`src/design/gpio_ef_map.svh`:
```
// Register offsets, field positions, reset values, a write mask and the 16-bit width code.
//
// Behaviour
// Direction bit one tristates the pin driver.
// Direction bit zero drives pin from latch.
// Latch register read returns latch, not pins.
// Pin register reads pins, write loads latch.
// Fifth port is I/O only with bus disabled.
// Bus mode carries upper address/data byte.
// Fifth port defaults to bus after reset.
// Schmitt input in I/O, TTL in bus.
// Multiplexed in 16-bit, address-only 8-bit large.
// Sixth bits 0-2 analog, default analog.
// Sixth bits 3,5 carry I/O and chip select.
// Sixth bit 4 chip select b or A16.
// Software clears range registers for I/O use.
// Small variant bit 4 needs disable and boot RAM.
// Bits 6,7 byte selects only when width 01.
// Sixth bits 3-7 default to bus signals; the code starts only bit 5 (and bit 4 on the small variant) as a bus pin.
// Range register b write needs both lock keys.
// Alternate functions override without touching registers.
// Register writes reach pins next clock edge.
`ifndef GPIO_EF_MAP_SVH
`define GPIO_EF_MAP_SVH

`define OFS_E_DIR 4'h0
`define OFS_E_PINS 4'h1
`define OFS_E_LATCH 4'h2
`define OFS_F_DIR 4'h3
`define OFS_F_PINS 4'h4
`define OFS_F_LATCH 4'h5
`define OFS_MEM_CTRL 4'h6
`define OFS_LOCK_CTRL 4'h7
`define OFS_RANGE_B 4'h8
`define OFS_RANGE_IO 4'h9
`define OFS_ANALOG_SEL 4'ha

`define RST_DIR 8'hff
`define RST_LATCH 8'h00
`define RST_MEM_CTRL 8'h00
`define RST_ANALOG_SEL 3'h7
`define MEM_CTRL_MASK 8'hf3
`define BIT_BUS_DISABLE 7
`define BIT_KEY_HIGH 1
`define BIT_KEY_LOW 0
`define WIDTH_MODE_16 2'h1

`endif

```
`src/design/gpio_ef_pkg.sv`:
```
// Types shared by the port block.
package gpio_ef_pkg;
    typedef enum logic [1:0] {
        LOCK_CLOSED = 2'b01,
        LOCK_OPEN = 2'b10
    } lock_state_type;
endpackage

```
`src/design/bus_shared_gpio_ports_e_f.sv`:
```
// Two shared general-purpose ports with their register file.
`include "gpio_ef_map.svh"

module bus_shared_gpio_ports_e_f
    import gpio_ef_pkg::*;
#(
    parameter bit LARGE_VARIANT = 1'b1
)
(
    input wire logic ref_clk,
    input wire logic rst,
    input wire logic [3:0] reg_addr,
    input wire logic [7:0] reg_wdata,
    input wire logic reg_wr,
    input wire logic reg_rd,
    output logic [7:0] reg_rdata,
    input wire logic boot_ram_exec,
    input wire logic [7:0] e_pin_in,
    output logic [7:0] e_pin_out,
    output logic [7:0] e_pin_oe_n,
    output logic e_schmitt_sel,
    input wire logic [7:0] bus_hi_out,
    input wire logic bus_hi_drive,
    input wire logic demux_bus,
    output logic [7:0] bus_hi_in,
    input wire logic [7:0] f_pin_in,
    output logic [7:0] f_pin_out,
    output logic [7:0] f_pin_oe_n,
    output logic [2:0] f_analog_en,
    input wire logic io_chip_select_n,
    input wire logic chip_select_a_n,
    input wire logic chip_select_b_n,
    input wire logic addr16,
    input wire logic upper_byte_select_n,
    input wire logic lower_byte_select_n
);

    ////////////////////////////////////////////////////////////////////////
    // Pin synchronisers.
    logic [7:0] e_s1_q, e_s2_q, f_s1_q, f_s2_q;
    logic [7:0] e_s1_d, e_s2_d, f_s1_d, f_s2_d;

    always_comb
    begin
        e_s1_d = e_pin_in;
        e_s2_d = e_s1_q;
        f_s1_d = f_pin_in;
        f_s2_d = f_s1_q;
    end

    always_ff @(posedge ref_clk)
    begin
        if (rst)
        begin
            e_s1_q <= 8'h00;
            e_s2_q <= 8'h00;
            f_s1_q <= 8'h00;
            f_s2_q <= 8'h00;
        end
        else
        begin
            e_s1_q <= e_s1_d;
            e_s2_q <= e_s2_d;
            f_s1_q <= f_s1_d;
            f_s2_q <= f_s2_d;
        end
    end

    ////////////////////////////////////////////////////////////////////////
    // Register file.
    logic [7:0] e_dir_q, e_dir_d, e_lat_q, e_lat_d;
    logic [7:0] f_dir_q, f_dir_d, f_lat_q, f_lat_d;
    logic [7:0] mem_q, mem_d, rng_b_q, rng_b_d, rng_io_q, rng_io_d;
    logic [2:0] an_q, an_d;
    logic [1:0] keys_q, keys_d;
    lock_state_type lock_q, lock_d;
    logic [7:0] rdata_q, rdata_d;

    function automatic logic hit(input logic [3:0] a, input logic [3:0] o);
        hit = (a == o);
    endfunction

    logic wr_e_lat, wr_f_lat;
    assign wr_e_lat = reg_wr && (hit(reg_addr, `OFS_E_PINS) ||
                                 hit(reg_addr, `OFS_E_LATCH));
    assign wr_f_lat = reg_wr && (hit(reg_addr, `OFS_F_PINS) ||
                                 hit(reg_addr, `OFS_F_LATCH));

    always_comb
    begin
        e_dir_d = e_dir_q;
        e_lat_d = e_lat_q;
        f_dir_d = f_dir_q;
        f_lat_d = f_lat_q;
        mem_d = mem_q;
        rng_b_d = rng_b_q;
        rng_io_d = rng_io_q;
        an_d = an_q;
        keys_d = keys_q;
        lock_d = lock_q;
        if (wr_e_lat)
            e_lat_d = reg_wdata;
        if (wr_f_lat)
            f_lat_d = reg_wdata;
        if (reg_wr)
        begin
            case (reg_addr)
                `OFS_E_DIR: e_dir_d = reg_wdata;
                `OFS_F_DIR: f_dir_d = reg_wdata;
                `OFS_MEM_CTRL: mem_d = reg_wdata & `MEM_CTRL_MASK;
                `OFS_RANGE_IO: rng_io_d = reg_wdata;
                `OFS_ANALOG_SEL: an_d = reg_wdata[2:0];
                default: ;
            endcase
        end
        case (lock_q)
            LOCK_CLOSED:
            begin
                if (reg_wr && hit(reg_addr, `OFS_LOCK_CTRL))
                begin
                    keys_d = keys_q | {reg_wdata[`BIT_KEY_HIGH],
                                       reg_wdata[`BIT_KEY_LOW]};
                    if (keys_d == 2'h3)
                        lock_d = LOCK_OPEN;
                end
            end
            LOCK_OPEN:
            begin
                if (reg_wr && hit(reg_addr, `OFS_RANGE_B))
                begin
                    rng_b_d = reg_wdata;
                    keys_d = 2'h0;
                    lock_d = LOCK_CLOSED;
                end
            end
            default:
            begin
                keys_d = 2'h0;
                lock_d = LOCK_CLOSED;
            end
        endcase
    end

    always_comb
    begin
        case (reg_addr)
            `OFS_E_DIR: rdata_d = e_dir_q;
            `OFS_E_PINS: rdata_d = e_s2_q;
            `OFS_E_LATCH: rdata_d = e_lat_q;
            `OFS_F_DIR: rdata_d = f_dir_q;
            `OFS_F_PINS: rdata_d = f_s2_q;
            `OFS_F_LATCH: rdata_d = f_lat_q;
            `OFS_MEM_CTRL: rdata_d = mem_q;
            `OFS_LOCK_CTRL: rdata_d = {6'h00, keys_q};
            `OFS_RANGE_B: rdata_d = rng_b_q;
            `OFS_RANGE_IO: rdata_d = rng_io_q;
            `OFS_ANALOG_SEL: rdata_d = {5'h00, an_q};
            default: rdata_d = 8'h00;
        endcase
        if (!reg_rd)
            rdata_d = 8'h00;
    end

    always_ff @(posedge ref_clk)
    begin
        if (rst)
        begin
            e_dir_q <= `RST_DIR;
            e_lat_q <= `RST_LATCH;
            f_dir_q <= `RST_DIR;
            f_lat_q <= `RST_LATCH;
            mem_q <= `RST_MEM_CTRL;
            rng_b_q <= 8'h00;
            rng_io_q <= 8'h00;
            an_q <= `RST_ANALOG_SEL;
            keys_q <= 2'h0;
            lock_q <= LOCK_CLOSED;
            rdata_q <= 8'h00;
        end
        else
        begin
            e_dir_q <= e_dir_d;
            e_lat_q <= e_lat_d;
            f_dir_q <= f_dir_d;
            f_lat_q <= f_lat_d;
            mem_q <= mem_d;
            rng_b_q <= rng_b_d;
            rng_io_q <= rng_io_d;
            an_q <= an_d;
            keys_q <= keys_d;
            lock_q <= lock_d;
            rdata_q <= rdata_d;
        end
    end

    assign reg_rdata = rdata_q;

    ////////////////////////////////////////////////////////////////////////
    // Pin ownership and drivers, all registered.
    logic bus_dis;
    logic [7:0] f_alt, f_alt_out, f_alt_oe_n;
    logic [7:0] e_out_d, e_oe_d, f_out_d, f_oe_d, bus_in_d;
    logic [7:0] e_out_q, e_oe_q, f_out_q, f_oe_q, bus_in_q;
    logic [2:0] an_en_q;
    logic schmitt_q;

    assign bus_dis = mem_q[`BIT_BUS_DISABLE];

    always_comb
    begin
        f_alt = 8'h00;
        f_alt[2:0] = an_q;
        f_alt[3] = (rng_io_q != 8'h00);
        f_alt[5] = !bus_dis;
        if (LARGE_VARIANT)
            f_alt[4] = (rng_b_q != 8'h00);
        else
            f_alt[4] = !(bus_dis && boot_ram_exec);
        f_alt[7:6] = {2{mem_q[1:0] == `WIDTH_MODE_16}};
        f_alt_out = {upper_byte_select_n, lower_byte_select_n,
                     chip_select_a_n,
                     (LARGE_VARIANT ? chip_select_b_n : addr16),
                     io_chip_select_n, 3'h0};
        f_alt_oe_n = {5'h00, 3'h7};
    end

    genvar i;
    generate
        for (i = 0; i < 8; i++)
        begin : g_pin
            always_comb
            begin
                if (!bus_dis)
                begin
                    e_out_d[i] = bus_hi_out[i];
                    e_oe_d[i] = !bus_hi_drive;
                end
                else
                begin
                    e_out_d[i] = e_lat_q[i];
                    e_oe_d[i] = e_dir_q[i];
                end
                if (f_alt[i])
                begin
                    f_out_d[i] = f_alt_out[i];
                    f_oe_d[i] = f_alt_oe_n[i];
                end
                else
                begin
                    f_out_d[i] = f_lat_q[i];
                    f_oe_d[i] = f_dir_q[i];
                end
                bus_in_d[i] = bus_dis ? 1'b0 : e_s2_q[i];
            end
        end
    endgenerate

    always_ff @(posedge ref_clk)
    begin
        if (rst)
        begin
            e_out_q <= 8'h00;
            e_oe_q <= 8'hff;
            f_out_q <= 8'h00;
            f_oe_q <= 8'hff;
            bus_in_q <= 8'h00;
            an_en_q <= `RST_ANALOG_SEL;
            schmitt_q <= 1'b0;
        end
        else
        begin
            e_out_q <= e_out_d;
            e_oe_q <= e_oe_d;
            f_out_q <= f_out_d;
            f_oe_q <= f_oe_d;
            bus_in_q <= bus_in_d;
            an_en_q <= an_q;
            schmitt_q <= bus_dis;
        end
    end

    assign e_pin_out = e_out_q;
    assign e_pin_oe_n = e_oe_q;
    assign f_pin_out = f_out_q;
    assign f_pin_oe_n = f_oe_q;
    assign f_analog_en = an_en_q;
    assign e_schmitt_sel = schmitt_q;
    assign bus_hi_in = bus_in_q;
endmodule

```
`config.mk`:
```
export PLATFORM = sky130hd
export DESIGN_NAME = bus_shared_gpio_ports_e_f
export DESIGN_NICKNAME = d
export VERILOG_FILES = /design/src/design/gpio_ef_pkg.sv /design/src/design/bus_shared_gpio_ports_e_f.sv
export VERILOG_INCLUDE_DIRS = /design/src /design/src/design
export SDC_FILE = /design/constraint.sdc
export NUM_CORES = 1
export LEC_CHECK = 0
export BUFFER_PORTS_ARGS = -buffer_cell sky130_fd_sc_hd__buf_2
export CAP_MARGIN = 20
export CORE_MARGIN = 2
export CORE_UTILIZATION = 55
export CTS_BUF_LIST = sky130_fd_sc_hd__clkbuf_16
export DETAILED_ROUTE_END_ITERATION = 10
export PLACE_DENSITY_LB_ADDON = 0.12
export SETUP_SLACK_MARGIN = 0.15
export SLEW_MARGIN = 20
export SYNTH_ARGS = -nofsm -noshare
export SYNTH_HDL_FRONTEND = slang
export SYNTH_SLANG_ARGS = --single-unit
```
`constraint.sdc`:
```
create_clock -name ref_clk -period 1.9 [get_ports ref_clk]
set_input_delay 0.38 -clock ref_clk [delete_from_list [all_inputs] [get_ports ref_clk]]
set_output_delay 0.38 -clock ref_clk [all_outputs]
set_load 0.005 [all_outputs]
```
---- Word level (Yosys, flattened, before mapping) ----
Cells that the tools add are included.
cells by class
  equality and inequality tests ........... 17
  mux-type cells .......................... 34
  bitwise gates (word level) .............. 2
  reduce and logical (&&, ||, !) cells .... 23
operator list
  operator              number
  $pmux W8 S11          1
  $mux W1               26
  $eq A4 B3 Y1 const B  4
  $reduce_bool A8 Y1    2
  $reduce_and A2 Y1     7
  $eq A4 B4 Y1 const B  3
  $mux W2               5
  $reduce_or A2 Y1      5
  $eq A4 B2 Y1 const B  2
  $pmux W2 S2           2
  $ne A2 B2 Y1 const B  3
  $eq A2 B1 Y1 const B  2
  $eq A2 B2 Y1 const B  2
  $eq A4 B1 Y1 const B  1
  $logic_and A1 B1 Y1   4
  $logic_not A4 Y1      1
  $reduce_and A3 Y1     1
  $logic_or A1 B1 Y1    2
  $or A2 B2 Y2          1
  $logic_not A1 Y1      1
  $not A1 Y1            1
word-level totals
  register bits ........................... 145
  input port bits ......................... 49
  output and inout bits ................... 52

---- Logic depth before layout (Yosys ltp) ----
Gate-level depths: netlist (run 1).
  word-level depth ........................ 5
  gate-level depth with buffers ........... 7
  mapped depth without buffers ............ 5

---- Least setup slack after synthesis (run 1) ----
OpenSTA, ideal clock, no wires.
  kind .................................... input to register
  start ................................... input reg_addr[3]
  end ..................................... register rng_b_q[0]
  data arrival time ....................... 1.435 ns
  data required time ...................... 1.772 ns
  path slack .............................. 0.338 ns
  stages on the path ...................... 6
  cell sequence ........................... buf_2 -> nand3b_4 -> or4_1 -> buf_6 -> mux2i_1 -> nor2_1
between the ends
  word-level cells in the longest chain between the ends .. 3
ends and longest elaborated chain
  item                                line                              RTL
  start, declared                     bus_shared_gpio_ports_e_f.sv:12   input wire logic [3:0] reg_addr,
  $eq A4 B4 Y1                        bus_shared_gpio_ports_e_f.sv:80   hit = (a == o);
  $logic_and A1 B1 Y1                 bus_shared_gpio_ports_e_f.sv:129  if (reg_wr && hit(reg_addr, `OFS_RANGE_B))
  $reduce_and A2 Y1 (no source line)  --
  end signal, assigned                bus_shared_gpio_ports_e_f.sv:187  rng_b_q <= rng_b_d;
  end, declared                       bus_shared_gpio_ports_e_f.sv:73   logic [7:0] mem_q, mem_d, rng_b_q, rng_b_d, rng_io_q, rng_io_d;
No other way between the ends.
A chain may end at the register's enable or synchronous reset.

---- Worst setup path in the final report (run 1) ----
  start ................................... register lock_q[0]
  end ..................................... register rng_b_q[0]
between the ends
  word-level cells in the longest chain between the ends .. 2
ends and longest elaborated chain
  item                                line                              RTL
  start, declared                     bus_shared_gpio_ports_e_f.sv:76   lock_state_type lock_q, lock_d;
  start signal, assigned              bus_shared_gpio_ports_e_f.sv:191  lock_q <= lock_d;
  $eq A2 B2 Y1                        bus_shared_gpio_ports_e_f.sv:116  case (lock_q)
  $reduce_and A2 Y1 (no source line)  --
No other way between the ends.

==> metrics.md, run 1 <==
| Metric | Value |
|---|---|
| Status | `complete, no violations` |
| Hold buffers post-CTS | `0` |
| Crit path capture | `rng_b_q[0]` |
| R2r startpoint | `lock_q[0]` |
| Adder-cell share of the synthesized area | `0` |
| Number of synthesized register bits | `roughly 150` |
| Post-cts sizing count | `0` |
| WS Path Type | `register to register` |
| Syn nets | `625` |
| Slowest stage delay, CP | `around 700 ps` |
| Setup crit start | `lock_q[0]` |
| Final ANT Viol Nets | `0` |
| Startpoint Class | `register` |
| Vias per inst | `around 5.5` |
| Simple logic cell fraction of the synthesized area | `0.233` |
| Post-CTS Setup Bufs | `0` |
| Final Skew | `8.41 ps` |
| Endpoint type of the worst setup path | `register` |
| Vias in the first global route | `between 4k and 5k` |
| Register-to-Register Path Depth | `4` |
| WL per Instance | `~18 um` |
| Largest family of logic cells by synthesized area | `simple AND/OR/NAND/NOR gates` |
| Layout cell share with drive strength beyond 1 | `0.243` |
| Clk root buf | `clkbuf_16` |
| I/O pins | `101` |
| Share of the yosys chip area belonging to registers | `0.521` |
| Share of power burned in the clock network | `0.448` |
| Hold Vio Cnt, Final | `0` |
| Critical path peak fanout | `8` |
| Pwr Density | `slightly below 1000 nW/um^2` |
| # nets final | `730` |
| Final Slew Violations | `0` |
| Die Area | `between 10000 and 15000 um^2` |
| Peak VDD IR | `0.000488 V` |
| Clk_lat worst skew | `~420 ps` |
| HPWL after detailed placement | `around 10000 um` |
| Multi-input logic area | `2450 um^2` |
| Top cell type by total area after synthesis | `dfxtp_1` |
| CTS tree | `yes` |
| Die span in y | `between 100 and 150 um` |
| Final Critical Period | `between 1500 and 2000 ps` |
| Clock H-tree levels | `4` |
| Fmax | `around 0.62 GHz` |
| Post-synthesis compound-gate area fraction | `0.108` |
| Placed cell area | `between 6000 and 7000 um^2` |
| Hold Crit Class | `primary input to register` |
| Via Count | `4550` |
| Post-route DRC | `0` |
| Primary FF master, synth | `dfxtp_1` |
| Clock slew at reported path FFs | `60 ps` |
| Clk buf depth | `2` |
| Antenna Cells | `0` |
| Drt first pass iters | `5` |
| Worst path slowest cell | `or4_1` |
| Worst Slack Setup Final | `296 ps` |
| Post-route cell area | `6840 um^2` |
| Slew headroom | `0.625` |
| Post-synth top area share | `0.521` |
| Fillers | `828` |
| Global placer's final weighted congestion | `approximately 0.90` |
| Number of synthesized flops with an enable pin | `0` |
| Pre-CTS setup slack | `between 15 and 20 ps` |
| Reg power frac | `0.479` |
| Gate power share | `0.074` |
| Post-synthesis cell count | `about 580` |
| Core Rows | `36` |
| Core region area | `9820 um^2` |
| Synth area leaders | `dfxtp_1 52%, mux2i_1 8.6%, nand2_1 4.5%, nor2b_1 4.4%, nor2_1 3.1%` |
| # setup viols final | `0` |
| Leak | `around 3.0 nW` |
| Worst R2R End | `rng_b_q[0]` |
| Worst slew pin tran | `about 560 ps` |
| Mean Syn Cell Area | `9.68 um^2` |
| XOR/XNOR Fraction of Synth Area | `0` |
| CTS Sinks | `roughly 150` |
| Initial antenna violation count | `0` |
| Crit path cell chain | `nand2b_1 > or4_1 > mux2i_1 > nor2_1` |
| R2R Setup Slk | `about 300 ps` |
| Final period utilization | `0.844` |
| Yosys Warn Count | `0` |
| Die width | `~100 um` |
| Gr usage total | `0.270` |
| Sw Share | `0.230` |
| Min-delay src | `e_pin_in[6]` |
| FF+latch area | `around 2900 um^2` |
| Post-Route WL | `around 15000 um` |
| Mapped Area | `approximately 5600 um^2` |
| Initial DRC count | `around 250` |
| Multiplexer share of the synthesized area | `0.0983` |
| Initial Util | `0.568` |
| Port Buffers | `between 90 and 100` |
| Post-synth cell types | `between 50 and 60` |
| Required time of the critical path | `around 2200 ps` |
| Total Power | `6.62 mW` |
| Ys async rst share | `0` |
| Critical Path AT | `roughly 1900 ps` |
| Setup TNS | `0 ps` |
| Area delta synth->final | `22.6%` |
| Internal Pwr Total | `between 5 and 6 mW` |
| NetSw | `between 1.5 and 2 mW` |
| Unrepaired setup endpoints after global routing | `false` |
| Gr ovfl total | `0` |
| Num CTS Buffers | `17` |
| Largest net degree at the start of global routing | `52` |
| Maxcap violations | `0` |
| Global-route wire length before repair | `22500 um` |
[kinds of logic (layout without fill, tap and decap cells)]
family / count (synthesis) / in the layout
buffers and inverters: 48 / 164
muxes: 52 / 52
AOI/OAI and AO/OA: 89 / 89
DFF: 145 / 145
and+or+nand+nor: 242 / 242
[power by group through the flow]
| stage | Sequential (mW) | Combinational (mW) | Clock [mW] |
|---|---|---|---|
| 6_report | 3.17 | 0.487 | 2.96 |
| 5_1_grt | 3.17 | 0.527 | 3.14 |
| 4_1_cts | 3.17 | 0.484 | 3.00 |
| 3_5_place_dp | 3.23 | 0.479 | 0 |
| 3_3_place_gp | 3.23 | 0.472 | 0 |
| 2_1_floorplan | 3.22 | 0.270 | 0 |
[how the worst min path moves through the flow]
stage | endpoint | slack (ps) | cells after the start
floorplan | e_s2_q[0] | 410 | 1
global placement | e_s2_q[6] | 420 | 1
detailed placement | e_s2_q[4] | 430 | 1
CTS | e_s1_q[6] | 160 | 2
global route | f_s1_q[3] | 170 | 2
finish | e_s1_q[6] | 160 | 2
[cell usage after synthesis (all sizes together), types with 4 or more instances]
cell / instances
dfxtp: 145
nand2: 67
mux2i: 48
nor2: 47
nor2b: 39
a21oi: 24
nand3b: 24
buf: 20
clkbuf: 18
nand2b: 16
a21o: 14
o21ai: 13
and2: 10
inv: 10
a31oi: 8
nand3: 7
nor3: 7
nor4: 5
or2: 5
or3: 5
nor3b: 4
[worst max-delay path, delay by kind of cell (launching register included)]
family,cells,cell delay [ps]
and+or+nand+nor,3,900
DFF,1,310
muxes,1,260
[cell type report]
cell class / count / area share
multi-input combinational: 383 / 0.359
timing repair buffer: 124 / 0.110
tap: 133 / 0.0243
clock buffer: 17 / 0.0622
clock inverter: 13 / 0.0145
inverter: 10 / 0.00549
sequential: 145 / 0.425
[routing by layer]
metal	GRT usage	routed length, um
met1	0.336	6050
met2	0.444	7090
met3	0.0686	1020
met4	0.114	401
met5	0	0
[cell usage in the layout (no fill, tap or decap), types with 8 or more instances in the layout]
| master | count |
|---|---|
| clkbuf_16 | 17 |
| buf_4 | 23 |
| o21ai_0 | 12 |
| nand2_1 | 67 |
| nand2b_1 | 16 |
| mux2i_1 | 48 |
| a21oi_1 | 24 |
| nor2_1 | 46 |
| nor2b_1 | 39 |
| a31oi_1 | 8 |
| buf_2 | 96 |
| dfxtp_1 | 145 |
| and2_1 | 10 |
| inv_1 | 10 |
| nand3b_1 | 22 |
| a21o_1 | 14 |
[stage by stage]
step	hold WS, ps	std cells	util
after floorplan	414	576	-
after global placement	418	795	0.643
after detailed placement	428	795	0.643
after CTS	156	825	0.696
after global routing	166	825	0.696
final	164	825	0.696
No activity file was read; power rests on OpenSTA's default activity.
==> run 2: changes to the inputs <==
--- a/config.mk
+++ b/config.mk
@@ -9,7 +9,7 @@
 export BUFFER_PORTS_ARGS = -buffer_cell sky130_fd_sc_hd__buf_2
 export CAP_MARGIN = 20
 export CORE_MARGIN = 2
-export CORE_UTILIZATION = 55
+export CORE_UTILIZATION = 50
 export CTS_BUF_LIST = sky130_fd_sc_hd__clkbuf_16
 export DETAILED_ROUTE_END_ITERATION = 10
 export PLACE_DENSITY_LB_ADDON = 0.12
==> constraint.sdc (replaced) <==
create_clock -name ref_clk -period 1.42 [get_ports ref_clk]
set_input_delay 0.284 -clock ref_clk [delete_from_list [all_inputs] [get_ports ref_clk]]
set_output_delay 0.284 -clock ref_clk [all_outputs]
set_load 0.005 [all_outputs]
==> run 2 against run 1 <==
Fmax is 19% higher. Critical path depth unchanged. Cell count is 5.1% higher. Die area up 9.6%. Cell area grew 5.1%. Non-clock buffer count rose by 33. Critical endpoint is now rng_b_q[5]. Power increased by 37%. Largest power group unchanged. Register-to-register slack got worse by 220 ps. Core utilization is 3.3 points lower. Clock-buffer cell count unchanged.
==> metrics.md, run 2 (synthesis gave the netlist of run 1 again) <==
| Metric | Value |
|---|---|
| Total Power | `9.05 mW` |
| CTS tree | `yes` |
| Min-delay src | `f_pin_in[5]` |
| Clk root buf | `clkbuf_16` |
| Final Slew Violations | `0` |
| Global-route wire length before repair | `around 24000 um` |
| Pwr Density | `1260 nW/um^2` |
| Setup TNS | `0 ps` |
| Post-route DRC | `0` |
| Slew headroom | `0.696` |
| Routed wl met3 | `between 900 and 1000 um` |
| Register-to-Register Path Depth | `4` |
| WL met1 | `7010 um` |
| Hold Crit Class | `primary input to register` |
| Min Hold Slack | `about 70 ps` |
| Global placer's final weighted congestion | `approximately 0.9` |
| Num CTS Buffers | `17` |
| Initial DRC count | `roughly 360` |
| Clk_lat worst skew | `approximately 420 ps` |
| # setup viols final | `0` |
| Final Critical Period | `1350 ps` |
| Drt first pass iters | `7` |
| Fillers | `~930` |
| Required time of the critical path | `approximately 1700 ps` |
| I/O pins | `~100` |
| Startpoint Class | `register` |
| Worst slew pin tran | `roughly 450 ps` |
| # nets final | `763` |
| R2r startpoint | `lock_q[0]` |
| Post-Route WL | `between 15000 and 20000 um` |
| Post-Layout Cell Count | `between 800 and 900` |
| Commonest cells after routing, fill and taps aside | `139 x dfxtp_1, 95 x buf_2, 67 x nand2_1, 56 x buf_4, 47 x mux2i_1` |
| Multi-input logic area | `between 2000 and 3000 um^2` |
| Die width | `110 um` |
| Area delta synth->final | `28.8%` |
| Largest net degree at the start of global routing | `32` |
| Clock H-tree levels | `4` |
| Clock slew at reported path FFs | `60 ps` |
| R2R Setup Slk | `70 ps` |
| Vias per inst | `5.32` |
| Die Area | `approximately 12000 um^2` |
| Placed Cells | `834` |
| CTS Sinks | `145` |
| Unrepaired setup endpoints after global routing | `true` |
| Met2 WL post-DR | `7260 um` |
| Gr usage total | `0.273` |
| Highest routed layer | `met4` |
| Initial antenna violation count | `0` |
| Hold Vio Cnt, Final | `0` |
| Layout cell share with drive strength beyond 1 | `0.300` |
| Core region area | `~11000 um^2` |
| FF+latch area | `slightly below 3000 um^2` |
| Final period utilization | `0.950` |
| Vias in the first global route | `between 4k and 5k` |
| HPWL after detailed placement | `11300 um` |
| WL per Instance | `between 15 and 20 um` |
| Status | `complete, no violations` |
| Port Buffers | `between 90 and 100` |
| WS Path Type | `register to register` |
| Clk buf depth | `2` |
| Hold endpoint | `f_s1_q[5]` |
| Leak | `3.16 nW` |
| Endpoint type of the worst setup path | `register` |
| Most common cell after layout, fill and taps aside | `dfxtp_1` |
| Final ANT Viol Nets | `0` |
| Final Skew | `approximately 5.9 ps` |
| Gr ovfl total | `0` |
| WHS Path Cells | `2` |
| Die span in y | `110 um` |
| Peak VDD IR | `a little over 0.0009 V` |
| Via Count | `4609` |
| Critical Path AT | `1660 ps` |
| Fmax | `0.742 GHz` |
| Worst R2R End | `rng_b_q[5]` |
| Antenna Cells | `0` |
| Initial Util | `0.514` |
| Maxcap violations | `0` |
| Critical path peak fanout | `8` |
| Core Rows | `38` |
| Core Util, Final | `0.663` |
## run 2: metal layers
metal | GRT usage | vias up
li1 | - | 2257
met1 | 0.372 | 2176
met2 | 0.430 | 151
met3 | 0.0593 | 25
met4 | 0.0931 | 0
met5 | 0 | -
## run 2: worst max path at each step
stage	cells after the start	from	endpoint	slack, ps
global placement	6	reg_addr[2]	reg_rdata[0]	-260
detailed placement	6	reg_addr[2]	reg_rdata[0]	-280
CTS	4	lock_q[0]	rng_b_q[2]	80
global route	4	lock_q[0]	rng_b_q[5]	10
floorplan	6	reg_addr[3]	rng_b_q[0]	60
finish	4	lock_q[0]	rng_b_q[5]	70
## run 2: cell type report
class	count	area share
Clock inverter	15	0.0169
Multi-Input combinational cell	383	0.350
Tap cell	140	0.0244
Timing Repair Buffer	157	0.140
Inverter	10	0.00522
Sequential cell	145	0.405
Clock buffer	17	0.0592
## run 2: timing repair
item,in CTS,in global routing
hold buffers,0,0
resized for setup,3,9
cloned,0,0
setup endpoints to repair,9,38
setup buffers,1,0
pin swaps,3,4
## run 2: power by group
group / switching [mW] / total [mW] / internal [mW] / leakage [nW]
combinational: 0.383 / 0.718 / 0.334 / 1.71
clock: 1.70 / 4.09 / 2.39 / 0.265
sequential: 0.0557 / 4.24 / 4.19 / 1.19
## run 2: per-stage QoR
stage               cell area, um^2  setup WS, ps
CTS                            7160          81.4
detailed placement             6590          -281
finish                         7180          71.5
floorplan                      5660          64.5
global placement               6590          -255
global route                   7180          13.2
## run 2: worst max-delay path, stage by stage, from the launching register on
cell and delay (ps):
dfxtp_2 310, nand2b_4 120, or4_4 530, mux2i_2 220
nor2_1 60
